--- src/inc/async_serial_receiver_regs.vh ---
// Purpose: Constants shared by the asynchronous serial receiver and its buffer
// Assumes: Included by bare name after `default_nettype none
// Notes:   Definitions only; the control bits are plain ports, not registers
`ifndef ASYNC_SERIAL_RECEIVER_REGS_VH
`define ASYNC_SERIAL_RECEIVER_REGS_VH

// Fixed divide by four ahead of the programmable divider
`define PRESCALE_LAST   2'h3
`define PRESCALE_STEP   2'h1
`define PRESCALE_FIRST  2'h0

// Tick numbers within one bit period; tick 16 wraps the count to zero
`define EDGE_SAMPLE_1   4'h7
`define EDGE_SAMPLE_2   4'h8
`define EDGE_SAMPLE_3   4'h9
`define EDGE_BIT_END    4'h0
`define EDGE_STEP       4'h1
`define EDGE_FIRST      4'h0

// Character length
`define BITS_EIGHT      4'h8
`define BITS_NINE       4'h9
`define BIT_FIRST       4'h0
`define BIT_STEP        4'h1

// Line levels
`define LEVEL_IDLE      1'b1
`define LEVEL_STOP      1'b1

// FIFO entry layout
`define ENTRY_WIDTH     10
`define FLD_FRAME_ERR   9
`define FLD_NINTH       8
`define FLD_DATA_MSB    7
`define LAST_WORD_LEVEL 2'h1

// Reset values of the sampler and the shift register
`define SAMPLES_IDLE    2'h3
`define SHIFT_CLEAR     9'h000

`endif

--- src/verilog/async_serial_receiver.v ---
// Purpose: Asynchronous serial receiver with x16 recovery and two-deep FIFO
// Assumes: clk_sys at 125 MHz; receive_pin is asynchronous to it
// Notes:   Control and status bits are plain ports; outputs come from flops
//          nine_bit_mode and baud_divider should change only while idle
//          The FIFO survives a dropped enable; only reads or reset empty it
`timescale 1ns/1ns
`default_nettype none
`include "async_serial_receiver_regs.vh"

module async_serial_receiver #(
  parameter DIV_W = 8,
  parameter DEPTH = 2
) (
  // Clock and reset
  input  wire             clk_sys,
  input  wire             reset,
  // Serial line
  input  wire             receive_pin,
  // Control
  input  wire             continuous_receive_enable,
  input  wire             receive_interrupt_enable,
  input  wire             nine_bit_mode,
  input  wire [DIV_W-1:0] baud_divider,
  // Receive data side
  output wire [7:0]       rx_data,
  output wire             ninth_received_bit,
  output wire             framing_error_flag,
  output wire             rx_data_valid,
  input  wire             rx_data_read,
  // Status and interrupt
  output wire             receive_ready_flag,
  output wire             overrun_flag,
  output wire             receive_interrupt
);

  // One-hot receiver states
  localparam [3:0] ST_IDLE  = 4'h1;
  localparam [3:0] ST_START = 4'h2;
  localparam [3:0] ST_DATA  = 4'h4;
  localparam [3:0] ST_STOP  = 4'h8;

  // Divider count constants
  localparam [DIV_W-1:0] DIV_ZERO = {DIV_W{1'b0}};
  localparam [DIV_W-1:0] DIV_STEP = 1;

  // Majority of three samples
  function majority3;
    input [2:0] s;
    begin
      majority3 = (s[0] & s[1]) | (s[1] & s[2]) | (s[0] & s[2]);
    end
  endfunction

  // Phase count after the pending tick; sixteen ticks wrap it to zero
  function [3:0] phase_after;
    input [3:0] phase;
    begin
      phase_after = phase + `EDGE_STEP;
    end
  endfunction

  // Ticks seven and eight feed the two stored samples of the vote
  function is_early_sample;
    input [3:0] phase;
    begin
      is_early_sample = (phase == `EDGE_SAMPLE_1) || (phase == `EDGE_SAMPLE_2);
    end
  endfunction

  // One FIFO entry: framing error, ninth bit, then the data byte.
  // Eight-bit characters sit one place higher after the last shift.
  function [`ENTRY_WIDTH-1:0] pack_entry;
    input       bad_stop;
    input       nine;
    input [8:0] shifted;
    begin
      if (nine) begin
        pack_entry = {bad_stop, shifted[8], shifted[7:0]};
      end else begin
        pack_entry = {bad_stop, 1'b0, shifted[8:1]};
      end
    end
  endfunction

  // Pin synchroniser
  reg pin_meta_reg;
  reg pin_sync_reg;

  // Oversampling divider
  reg [1:0]       pre_cnt_reg;
  reg [DIV_W-1:0] div_cnt_reg;
  reg             os_tick_reg;

  // Receive sequencer
  reg [3:0] state_reg;
  reg [3:0] state_next;
  reg [3:0] edge_cnt_reg;
  reg [3:0] edge_cnt_next;
  reg [1:0] samples_reg;
  reg [1:0] samples_next;
  reg [3:0] bit_cnt_reg;
  reg [3:0] bit_cnt_next;
  reg [8:0] receive_shift_register_reg;
  reg [8:0] receive_shift_register_next;
  reg       push_req;
  reg       frame_bad;

  // Flags
  reg overrun_reg;
  reg overrun_next;
  reg ready_flag_reg;
  reg ready_flag_next;
  reg irq_reg;

  // FIFO wiring
  wire [`ENTRY_WIDTH-1:0] fifo_in_data;
  wire [`ENTRY_WIDTH-1:0] fifo_out_data;
  wire                    fifo_in_ready;
  wire                    fifo_out_valid;
  wire [1:0]              fifo_level;
  wire                    fifo_push;
  wire                    fifo_pop;

  wire [3:0] edge_after = phase_after(edge_cnt_reg);
  wire       decide_tick;
  wire       bit_end_tick;
  wire       vote;
  wire [3:0] char_bits;

  // Two flops before any logic sees the pin; idle level at reset
  // Only the second flop is read, so a metastable first stage never spreads
  always @(posedge clk_sys) begin
    if (reset) begin
      pin_meta_reg <= `LEVEL_IDLE;
      pin_sync_reg <= `LEVEL_IDLE;
    end else begin
      pin_meta_reg <= receive_pin;
      pin_sync_reg <= pin_meta_reg;
    end
  end

  // Free-running x16 tick: divide by four, then by divider plus one
  // The count restarts if the divider is lowered below it, so a
  // rate change never waits a full wrap of the counter.
  // At a divider of zero the tick comes on every fourth clock.
  always @(posedge clk_sys) begin
    if (reset) begin
      pre_cnt_reg <= `PRESCALE_FIRST;
      div_cnt_reg <= DIV_ZERO;
      os_tick_reg <= 1'b0;
    end else begin
      os_tick_reg <= 1'b0;
      if (pre_cnt_reg == `PRESCALE_LAST) begin
        pre_cnt_reg <= `PRESCALE_FIRST;
        if (div_cnt_reg >= baud_divider) begin
          div_cnt_reg <= DIV_ZERO;
          os_tick_reg <= 1'b1;
        end else begin
          div_cnt_reg <= div_cnt_reg + DIV_STEP;
        end
      end else begin
        pre_cnt_reg <= pre_cnt_reg + `PRESCALE_STEP;
      end
    end
  end

  // Frame timing in x16 ticks, counted from the tick after the start edge:
  //   ticks 7 and 8 store samples, tick 9 votes with the live level,
  //   tick 16 wraps the phase count and ends the bit.
  // The stop bit is decided at its tick nine and pushed at once, so a
  // following start edge is caught even when the far end sends no idle.
  // Limitation: the phase restarts only at a start edge, so a far end whose
  // rate is off by more than a few percent drifts out of the sample window.

  // Third sample is the live synchronised level at tick nine
  assign decide_tick  = os_tick_reg && (edge_after == `EDGE_SAMPLE_3);
  assign bit_end_tick = os_tick_reg && (edge_after == `EDGE_BIT_END);
  assign vote         = majority3({samples_reg, pin_sync_reg});
  // The mode is read live; changing it mid-character corrupts that word
  assign char_bits    = nine_bit_mode ? `BITS_NINE : `BITS_EIGHT;

  // Sequencer: start check, data bits, stop bit
  always @* begin
    state_next                  = state_reg;
    edge_cnt_next               = edge_cnt_reg;
    samples_next                = samples_reg;
    bit_cnt_next                = bit_cnt_reg;
    receive_shift_register_next = receive_shift_register_reg;
    push_req                    = 1'b0;
    frame_bad                   = 1'b0;

    // Collect samples on ticks seven and eight of each bit
    if (os_tick_reg && state_reg != ST_IDLE) begin
      edge_cnt_next = edge_after;
      if (is_early_sample(edge_after)) begin
        samples_next = {samples_reg[0], pin_sync_reg};
      end
    end

    case (state_reg)
      ST_IDLE: begin
        // Phase counter held at zero so sampling lines up with the edge
        edge_cnt_next = `EDGE_FIRST;
        bit_cnt_next  = `BIT_FIRST;
        if (continuous_receive_enable && pin_sync_reg != `LEVEL_IDLE) begin
          state_next = ST_START;
        end
      end
      ST_START: begin
        // A start bit that votes high was a glitch
        // This also drops the false start that a low stop bit leaves behind
        if (decide_tick && vote == `LEVEL_IDLE) begin
          state_next = ST_IDLE;
        end else if (bit_end_tick) begin
          state_next = ST_DATA;
        end
      end
      ST_DATA: begin
        if (decide_tick) begin
          receive_shift_register_next = {vote, receive_shift_register_reg[8:1]};
          bit_cnt_next = bit_cnt_reg + `BIT_STEP;
        end
        // Leave at the sixteenth tick of the last data bit
        if (bit_end_tick && bit_cnt_reg == char_bits) begin
          state_next = ST_STOP;
        end
      end
      ST_STOP: begin
        // Hand over at the stop decision; the line is idle afterwards
        // A low stop is still stored, with the framing error beside the data
        if (decide_tick) begin
          push_req   = 1'b1;
          frame_bad  = (vote != `LEVEL_STOP);
          state_next = ST_IDLE;
        end
      end
      default: begin
        state_next = ST_IDLE;
      end
    endcase

    // Dropping the enable resets the receive logic at once
    // The FIFO keeps its words, so software can still drain them afterwards
    if (!continuous_receive_enable) begin
      state_next    = ST_IDLE;
      edge_cnt_next = `EDGE_FIRST;
      bit_cnt_next  = `BIT_FIRST;
      push_req      = 1'b0;
    end
  end

  // Sequencer registers; the FIFO and its flags are held elsewhere so that
  // a dropped enable clears the sequencer without losing stored words.
  // The sampler resets to the idle level so the first vote is not a start.
  always @(posedge clk_sys) begin
    if (reset) begin
      state_reg                  <= ST_IDLE;
      edge_cnt_reg               <= `EDGE_FIRST;
      samples_reg                <= `SAMPLES_IDLE;
      bit_cnt_reg                <= `BIT_FIRST;
      receive_shift_register_reg <= `SHIFT_CLEAR;
    end else begin
      state_reg                  <= state_next;
      edge_cnt_reg               <= edge_cnt_next;
      samples_reg                <= samples_next;
      bit_cnt_reg                <= bit_cnt_next;
      receive_shift_register_reg <= receive_shift_register_next;
    end
  end

  // Entry: framing error, ninth bit and data stored together
  assign fifo_in_data = pack_entry(frame_bad, nine_bit_mode, receive_shift_register_reg);

  // No transfer while overrun stands; full FIFO drops the word
  assign fifo_push = push_req && !overrun_reg && fifo_in_ready;
  assign fifo_pop  = fifo_out_valid && rx_data_read;

  // Two-entry buffer in the data path. A reader that stalls loses nothing
  // until both entries are full and a third stop bit arrives; the level
  // output tells the ready flag when a read empties it.
  receive_data_fifo #(
    .WIDTH (`ENTRY_WIDTH),
    .DEPTH (DEPTH),
    .CW    (2)
  ) u_fifo (
    .clk_sys   (clk_sys),
    .reset     (reset),
    .in_valid  (fifo_push),
    .in_data   (fifo_in_data),
    .in_ready  (fifo_in_ready),
    .out_valid (fifo_out_valid),
    .out_data  (fifo_out_data),
    .out_ready (rx_data_read),
    .level     (fifo_level)
  );

  // Overrun: set on a stop bit that finds the FIFO full
  // A new overrun and the clearing enable cannot meet: with the
  // enable low no stop bit is ever decided.
  always @* begin
    overrun_next = overrun_reg;
    if (!continuous_receive_enable) begin
      overrun_next = 1'b0;
    end else if (push_req && !overrun_reg && !fifo_in_ready) begin
      overrun_next = 1'b1;
    end
  end

  // Ready flag: a new word wins over a read that empties the FIFO
  // A push and the last read in one cycle leave one word, so the flag stays.
  always @* begin
    ready_flag_next = ready_flag_reg;
    if (fifo_push) begin
      ready_flag_next = 1'b1;
    end else if (fifo_pop && fifo_level == `LAST_WORD_LEVEL) begin
      ready_flag_next = 1'b0;
    end
  end

  // Flag and interrupt registers. The interrupt is a flop of its own, so
  // the output never glitches while the enable changes; it follows the
  // flag in the same cycle because both load from the same next value.
  always @(posedge clk_sys) begin
    if (reset) begin
      overrun_reg    <= 1'b0;
      ready_flag_reg <= 1'b0;
      irq_reg        <= 1'b0;
    end else begin
      overrun_reg    <= overrun_next;
      ready_flag_reg <= ready_flag_next;
      irq_reg        <= ready_flag_next && receive_interrupt_enable;
    end
  end

  // Head entry registers drive the data and per-entry status
  // Every output is a flop: the FIFO head, its valid bit or a flag register
  assign rx_data            = fifo_out_data[`FLD_DATA_MSB:0];
  assign ninth_received_bit = fifo_out_data[`FLD_NINTH];
  assign framing_error_flag = fifo_out_data[`FLD_FRAME_ERR];
  assign rx_data_valid      = fifo_out_valid;
  assign receive_ready_flag = ready_flag_reg;
  assign overrun_flag       = overrun_reg;
  assign receive_interrupt  = irq_reg;

endmodule

`default_nettype wire

--- src/verilog/receive_data_fifo.v ---
// Purpose: Two-entry receive buffer with valid and ready on both sides
// Assumes: One clock, synchronous active-high reset
// Notes:   Entry zero is the head and is read straight from its register
`timescale 1ns/1ns
`default_nettype none

module receive_data_fifo #(
  parameter WIDTH = 10,
  parameter DEPTH = 2,
  parameter CW    = 2
) (
  // Clock and reset
  input  wire             clk_sys,
  input  wire             reset,
  // Filling side
  input  wire             in_valid,
  input  wire [WIDTH-1:0] in_data,
  output wire             in_ready,
  // Draining side
  output wire             out_valid,
  output wire [WIDTH-1:0] out_data,
  input  wire             out_ready,
  // Fill level
  output wire [CW-1:0]    level
);

  localparam [CW-1:0] FULL_COUNT = DEPTH;
  localparam [CW-1:0] ONE_COUNT  = 1;

  reg [WIDTH-1:0] entry_reg [0:DEPTH-1];
  reg [CW-1:0]    count_reg;
  reg [CW-1:0]    count_next;
  reg [CW-1:0]    slot;
  reg             valid_reg;
  integer         i;

  wire push = in_valid && (count_reg != FULL_COUNT);
  wire pop  = valid_reg && out_ready;

  assign in_ready  = (count_reg != FULL_COUNT);
  assign out_valid = valid_reg;
  assign out_data  = entry_reg[0];
  assign level     = count_reg;

  // Next fill level and the slot a new word lands in
  always @* begin
    count_next = count_reg;
    slot       = count_reg;
    if (pop) begin
      slot = count_reg - ONE_COUNT;
    end
    if (push && !pop) begin
      count_next = count_reg + ONE_COUNT;
    end else if (pop && !push) begin
      count_next = count_reg - ONE_COUNT;
    end
  end

  // Shift toward the head on a read, so order is kept without pointers
  always @(posedge clk_sys) begin
    if (reset) begin
      for (i = 0; i < DEPTH; i = i + 1) begin
        entry_reg[i] <= {WIDTH{1'b0}};
      end
      count_reg <= {CW{1'b0}};
      valid_reg <= 1'b0;
    end else begin
      for (i = 0; i < DEPTH; i = i + 1) begin
        if (pop && (i + 1 < DEPTH)) begin
          entry_reg[i] <= entry_reg[i + 1];
        end
        if (push && (i[CW-1:0] == slot)) begin
          entry_reg[i] <= in_data;
        end
      end
      count_reg <= count_next;
      valid_reg <= (count_next != {CW{1'b0}});
    end
  end

endmodule

`default_nettype wire
--- config.mk ---
export PLATFORM = sky130hd
export DESIGN_NAME = async_serial_receiver
export DESIGN_NICKNAME = d
export VERILOG_FILES = /design/src/verilog/async_serial_receiver.v /design/src/verilog/receive_data_fifo.v
export VERILOG_INCLUDE_DIRS = /design/src /design/src/inc
export SDC_FILE = /design/constraint.sdc
export NUM_CORES = 1
export LEC_CHECK = 0
export BUFFER_PORTS_ARGS = -buffer_cell sky130_fd_sc_hd__buf_2
export CORE_UTILIZATION = 59
export DETAILED_ROUTE_END_ITERATION = 7
export MAX_ROUTING_LAYER = met4
export PLACE_DENSITY = 0.84
export SYNTH_ARGS = -nofsm -noshare
export SYNTH_HDL_FRONTEND = slang
export SYNTH_SLANG_ARGS = --single-unit
--- constraint.sdc ---
create_clock -name clk_sys -period 3.3 [get_ports clk_sys]
set_clock_uncertainty 0.2 [all_clocks]
set_input_delay 0.165 -clock clk_sys [delete_from_list [all_inputs] [get_ports clk_sys]]
set_output_delay 0.165 -clock clk_sys [all_outputs]
set_load 0.02 [all_outputs]
After elaboration in Yosys (flattened, before gate mapping)
Memory sizes are Yosys's and may differ from the RTL's. Index checks and enable logic that the tools add are counted.

Add/subtract/negate cells: 6. Magnitude comparators: 1. Equal/unequal tests: 18. Mux-type cells: 36. Bitwise operators: 12. Reductions and logical operators: 34.

Operators with widths (count): 2-to-1 mux 10 bit (3); 2-to-1 mux 4 bit (6); 2-to-1 mux 1 bit (20); logical AND 1 bit (17); case mux 4 bit (4 select lines) (1); equality test 4 bit, second input constant (3); inequality test 2 bit, second input constant (5); 2-to-1 mux 9 bit (1); adder 4 x 1 -> 4 bit, second input constant (2); adder 8 x 1 -> 8 bit, second input constant (1); equality test 4 x 3 -> 1 bit, second input constant (2); greater-or-equal comparator 8 bit (1); 2-to-1 mux 8 bit (1); case mux 4 bit (2 select lines) (1); 2-to-1 mux 2 bit (3); AND reduction 2 bit (3); OR reduction 2 bit (3); bitwise OR 1 bit (5); adder 2 x 1 -> 2 bit, second input constant (2); equality test 4 x 1 -> 1 bit, second input constant (1); equality test 4 x 2 -> 1 bit, second input constant (1); equality test 4 bit (1); zero test 1 bit (4); zero test 4 bit (1); other kinds (13) (19).

Flip-flop bits (word level): 42. RAM bits: 20. Input port bits: 15. Logic and storage cells: 123. Memories: 1.

Memory list: u_fifo.entry_reg (depth 2, width 10, rd ports 2, clocked after Yosys merged registers in 0, wr ports 2, RTL line receive_data_fifo.v:30) `reg [WIDTH-1:0] entry_reg [0:DEPTH-1];`.

Logic depth before layout (Yosys ltp)
Depth in word-level cells: 14. Depth in mapped cells: 8.

Hierarchy
From an unflattened synthesis, not the netlist that was laid out.

Cell total of the unflattened synthesis: 311. Area, all modules: 3219.3 µm².

Modules (own cells, without submodules): async_serial_receiver (instances 1, cells an instance 220, area an instance 2034.5 µm²); receive_data_fifo (instances 1, cells an instance 91, area an instance 1184.9 µm²).

Least setup slack after synthesis
No wires, ideal clock.

Path type: reg2reg. Start point: register u_fifo.count_reg[0], in the netlist u_fifo.level[0]. End point: memory u_fifo.entry_reg[0][0] (enable). Library setup time: 314 ps. Arrival: 2033 ps. Setup slack: 753 ps. Cell stages (with the launch flop): 7. Cell sequence: dfxtp_1 inv_1 ha_1 nand4b_1 a21o_1 nor4_4 or3_2.

RTL lines: start, declared (RTL line receive_data_fifo.v:31) `reg [CW-1:0] count_reg;`; start signal, assigned (RTL line receive_data_fifo.v:65) `count_reg <= {CW{1'b0}};`; start signal, assigned (RTL line receive_data_fifo.v:76) `count_reg <= count_next;`; end, declared (RTL line receive_data_fifo.v:30).

==> metrics.csv <==
stage,metric,value,unit
run_status,status,completed,
route,wire per inst,13.3,um
final_layout,filler instances,401,
yosys,"Seq/Total Area, Yosys",45.1,%
timing,final cycle utilization of the critical path,81.5,%
final_layout,max reg flops,20,
timing,Setup-failing EPs final,0,
power_and_ir_drop,Reg power frac,53.1,%
global_route,number of global-route vias before repair,2115,
route,DR vias,2358,
global_route,GRT Total Usage,22.8,%
clock_network,clock buffer depth,2,
final_layout,design area,3510,sq um
clock_network,Clock Sinks,62,
clock_network,Worst-Skew Late Latency,0.33,ns
place,pre-CTS WS,0.634,ns
route,Initial DRC Count,120,
power_and_ir_drop,Switching Share,26.5,%
power_and_ir_drop,Pleak,1.46,nW
route,Post-Route WL,5590,um
route,DRC,0,
timing,fin crit period,2.69,ns
final_layout,Sequential cell area,1440,sq um
min_path,Hold Crit Class,input port to register,
power_and_ir_drop,Power per Cell Area,456,nW/um^2
place,GP Congestion,0.868,
setup_path,Critical Path RT,3.13,ns
yosys,syn avg cell area,10.0,sq um
power_and_ir_drop,Pint,1.18,mW
clock_network,CTS tree,done,
power_and_ir_drop,VDD IR max,0.240,mV
power_and_ir_drop,power share of the combinational group,13.3,%
floorplan,I/O pin total,29,
setup_path,Crit Path Class,register to register,
yosys,Yosys warnings,0,
yosys,leading area contributor after synthesis,dfxtp_1,
yosys,top_reg_cell synth,dfxtp_1,
floorplan,die height,75.6,um
clock_network,post-CTS setup buffers,0,
place,Cell Count Post-Placement,402,
floorplan,Core Area,5170,sq um
place,Port Buffers,28,
timing,Hold WS,0.0413,ns
final_layout,most frequent cells in the layout,"nor2_1 (48), dfxtp_1 (42), buf_2 (28)",
floorplan,full die area,5720,sq um
global_route,first-pass GRT wire length,9270,um
timing,fin worst setup slack,0.611,ns
setup_path,CP Data Arrival Time,2.52,ns
yosys,syn nets,352,
yosys,library cells used by synthesis,58,
global_route,total gr overflow,0,
route,DRT Pass-1 Iters,4,
final_layout,Layout Cells excl Fill,420,
clock_network,total CTS buffers,9,
timing,RSZ-0062 raised after global routing,no,
floorplan,row count,26,
clock_network,post_cts resized,0,
run,max_cap viols,0,
final_layout,"most common cell after layout, fill and taps aside",nor2_1,
clock_network,clock root buffer master,clkbuf_8,
setup_path,crit path capture type,register,
floorplan,Chip Width,75.6,um
power_and_ir_drop,Sw Pwr,425,uW
final_layout,area grow syn2layout,9.82,%
timing,setup_tns,0,ns
timing,headroom to the max-slew limit,59.6,%
timing,Worst Max-Slew Pin Slew,0.605,ns
power_and_ir_drop,clock share of power,33.6,%
setup_path,CP Launch Type,register,
yosys,#FFs+latches synth,62,
final_layout,Ant. Diodes,0,
timing,endpoints failing hold,0,
yosys,synthesized instance count,320,
final_layout,area of the multi-input gates,1580,sq um
place,placed cell area,3340,sq um
yosys,post-synth top area share,26.3,%
setup_path,CP max stage delay,0.45,ns
global_route,initial antenna violation count,0,
yosys,"EDFF count, synth",20,
route,post-route ant nets,0,
yosys,asr flop ratio synth,0,%
floorplan,Initial Utilization,61.9,%
timing,Final Max Tran Viols,0,
clock_network,H-Tree Level Count,3,
clock_network,"CTS clk-pin slew, worst paths",0.06,ns
yosys,top post-synthesis cells by area,"dfxtp_1 (26%), edfxtp_1 (19%), mux2i_1 (6.9%)",
final_layout,nets@finish,377,
setup_path,worst path cell trace,inv_1 > ha_1 > nand4b_1 > a21o_1 > nor4_4 > buf_4 > or3_2,
setup_path,worst-path fanout max,19,
global_route,pin count of the biggest net entering global routing,35,
final_layout,share of cells above drive strength 1,17.4,%
setup_path,CP max stage cell,dfxtp_1,
route,Via-to-Cell Ratio,5.61,
place,DP HPWL,4080,um
timing,Achievable Freq,372,MHz
yosys,Post-Syn Area,3200,sq um
## final cells by class
| type | instances | share of cell area (%) |
|---|---|---|
| clock inverters | 5 | 0.748 |
| multi-input cells | 223 | 45.1 |
| repair buffers | 33 | 5.20 |
| inverters | 16 | 1.71 |
| well taps | 70 | 2.49 |
| clock buffers | 11 | 3.74 |
| flip-flops and latches | 62 | 41.0 |
## metrics by stage
stage          util [%]  power [mW]
2_1_floorplan         -        1.03
3_3_place_gp       64.5        1.07
3_5_place_dp       64.5        1.08
4_1_cts            67.9        1.61
5_1_grt            67.9        1.68
6_report           67.9        1.60
## power by group through the flow
stage,Sequential (mW),Combinational (mW),Clock [mW]
global route,0.856,0.238,0.583
CTS,0.851,0.212,0.548
global placement,0.866,0.204,0
detailed placement,0.867,0.209,0
finish,0.851,0.213,0.538
floorplan,0.869,0.165,0
## logic make-up (layout without fill, tap and decap cells)
family / Yosys count / in the layout / share of synthesized area, %
flops: 62 / 62 / 45.1
fa+ha+maj: 18 / 18 / 6.96
xor+xnor: 15 / 15 / 4.58
mux: 23 / 23 / 7.23
buf+inv: 35 / 65 / 5.44
simple gates: 117 / 117 / 19.1
compound gates: 50 / 50 / 11.6
## layer usage
layer	global-route usage, %	part of all wire [%]	vias to the layer above
met4	12.8	2.5	0
met3	4.63	4.1	14
met1	27.2	47	1099
met2	36.0	46	53
met5	-	0	-
li1	-	-	1192
## cells in the mapped netlist, types with 2 or more instances
library cell / number
nor2_1: 48
a21o_1: 5
and2_1: 3
clkbuf_1: 7
xnor2_1: 5
xor2_1: 8
o211ai_1: 2
nor4b_2: 2
buf_4: 8
o32ai_1: 3
nand3b_1: 2
nor2b_1: 2
mux2i_1: 22
nand3_1: 7
a211oi_1: 13
and3_1: 4
nand4_1: 9
o21a_1: 2
a311oi_1: 2
a211o_1: 2
nand2_1: 19
edfxtp_1: 20
nor3b_1: 2
dfxtp_1: 42
o21ai_0: 3
a21oi_1: 8
inv_1: 16
nor3_1: 5
or2_2: 3
ha_1: 17
or3b_2: 2
## worst paths after layout
path                            cells after the start  slack [ns]                 startpoint                     end
worst max-delay path                                7        0.61            u_fifo.level[0]  u_fifo.entry_reg[0][9]
worst min-delay path                                3        0.04  continuous_receive_enable            overrun_flag
worst max register to register                      7        0.61            u_fifo.level[0]  u_fifo.entry_reg[0][9]
worst min register to register                      1        0.21               pin_meta_reg            pin_sync_reg
## critical path: cells and delay by family, from the launching register on
kind	cells	cell delay [ns]
buffers and inverters	2	0.38
AOI/OAI and AO/OA	1	0.22
adders and majority gates	1	0.37
DFF	1	0.45
and+or+nand+nor	3	0.76
## what timing repair did
action | 4_1_cts | 5_1_grt
endpoints found under the setup margin | 0 | 0
endpoints found under the hold margin | 2 | 0
hold buffers | 2 | 0
No activity file was read; power rests on OpenSTA's default activity.
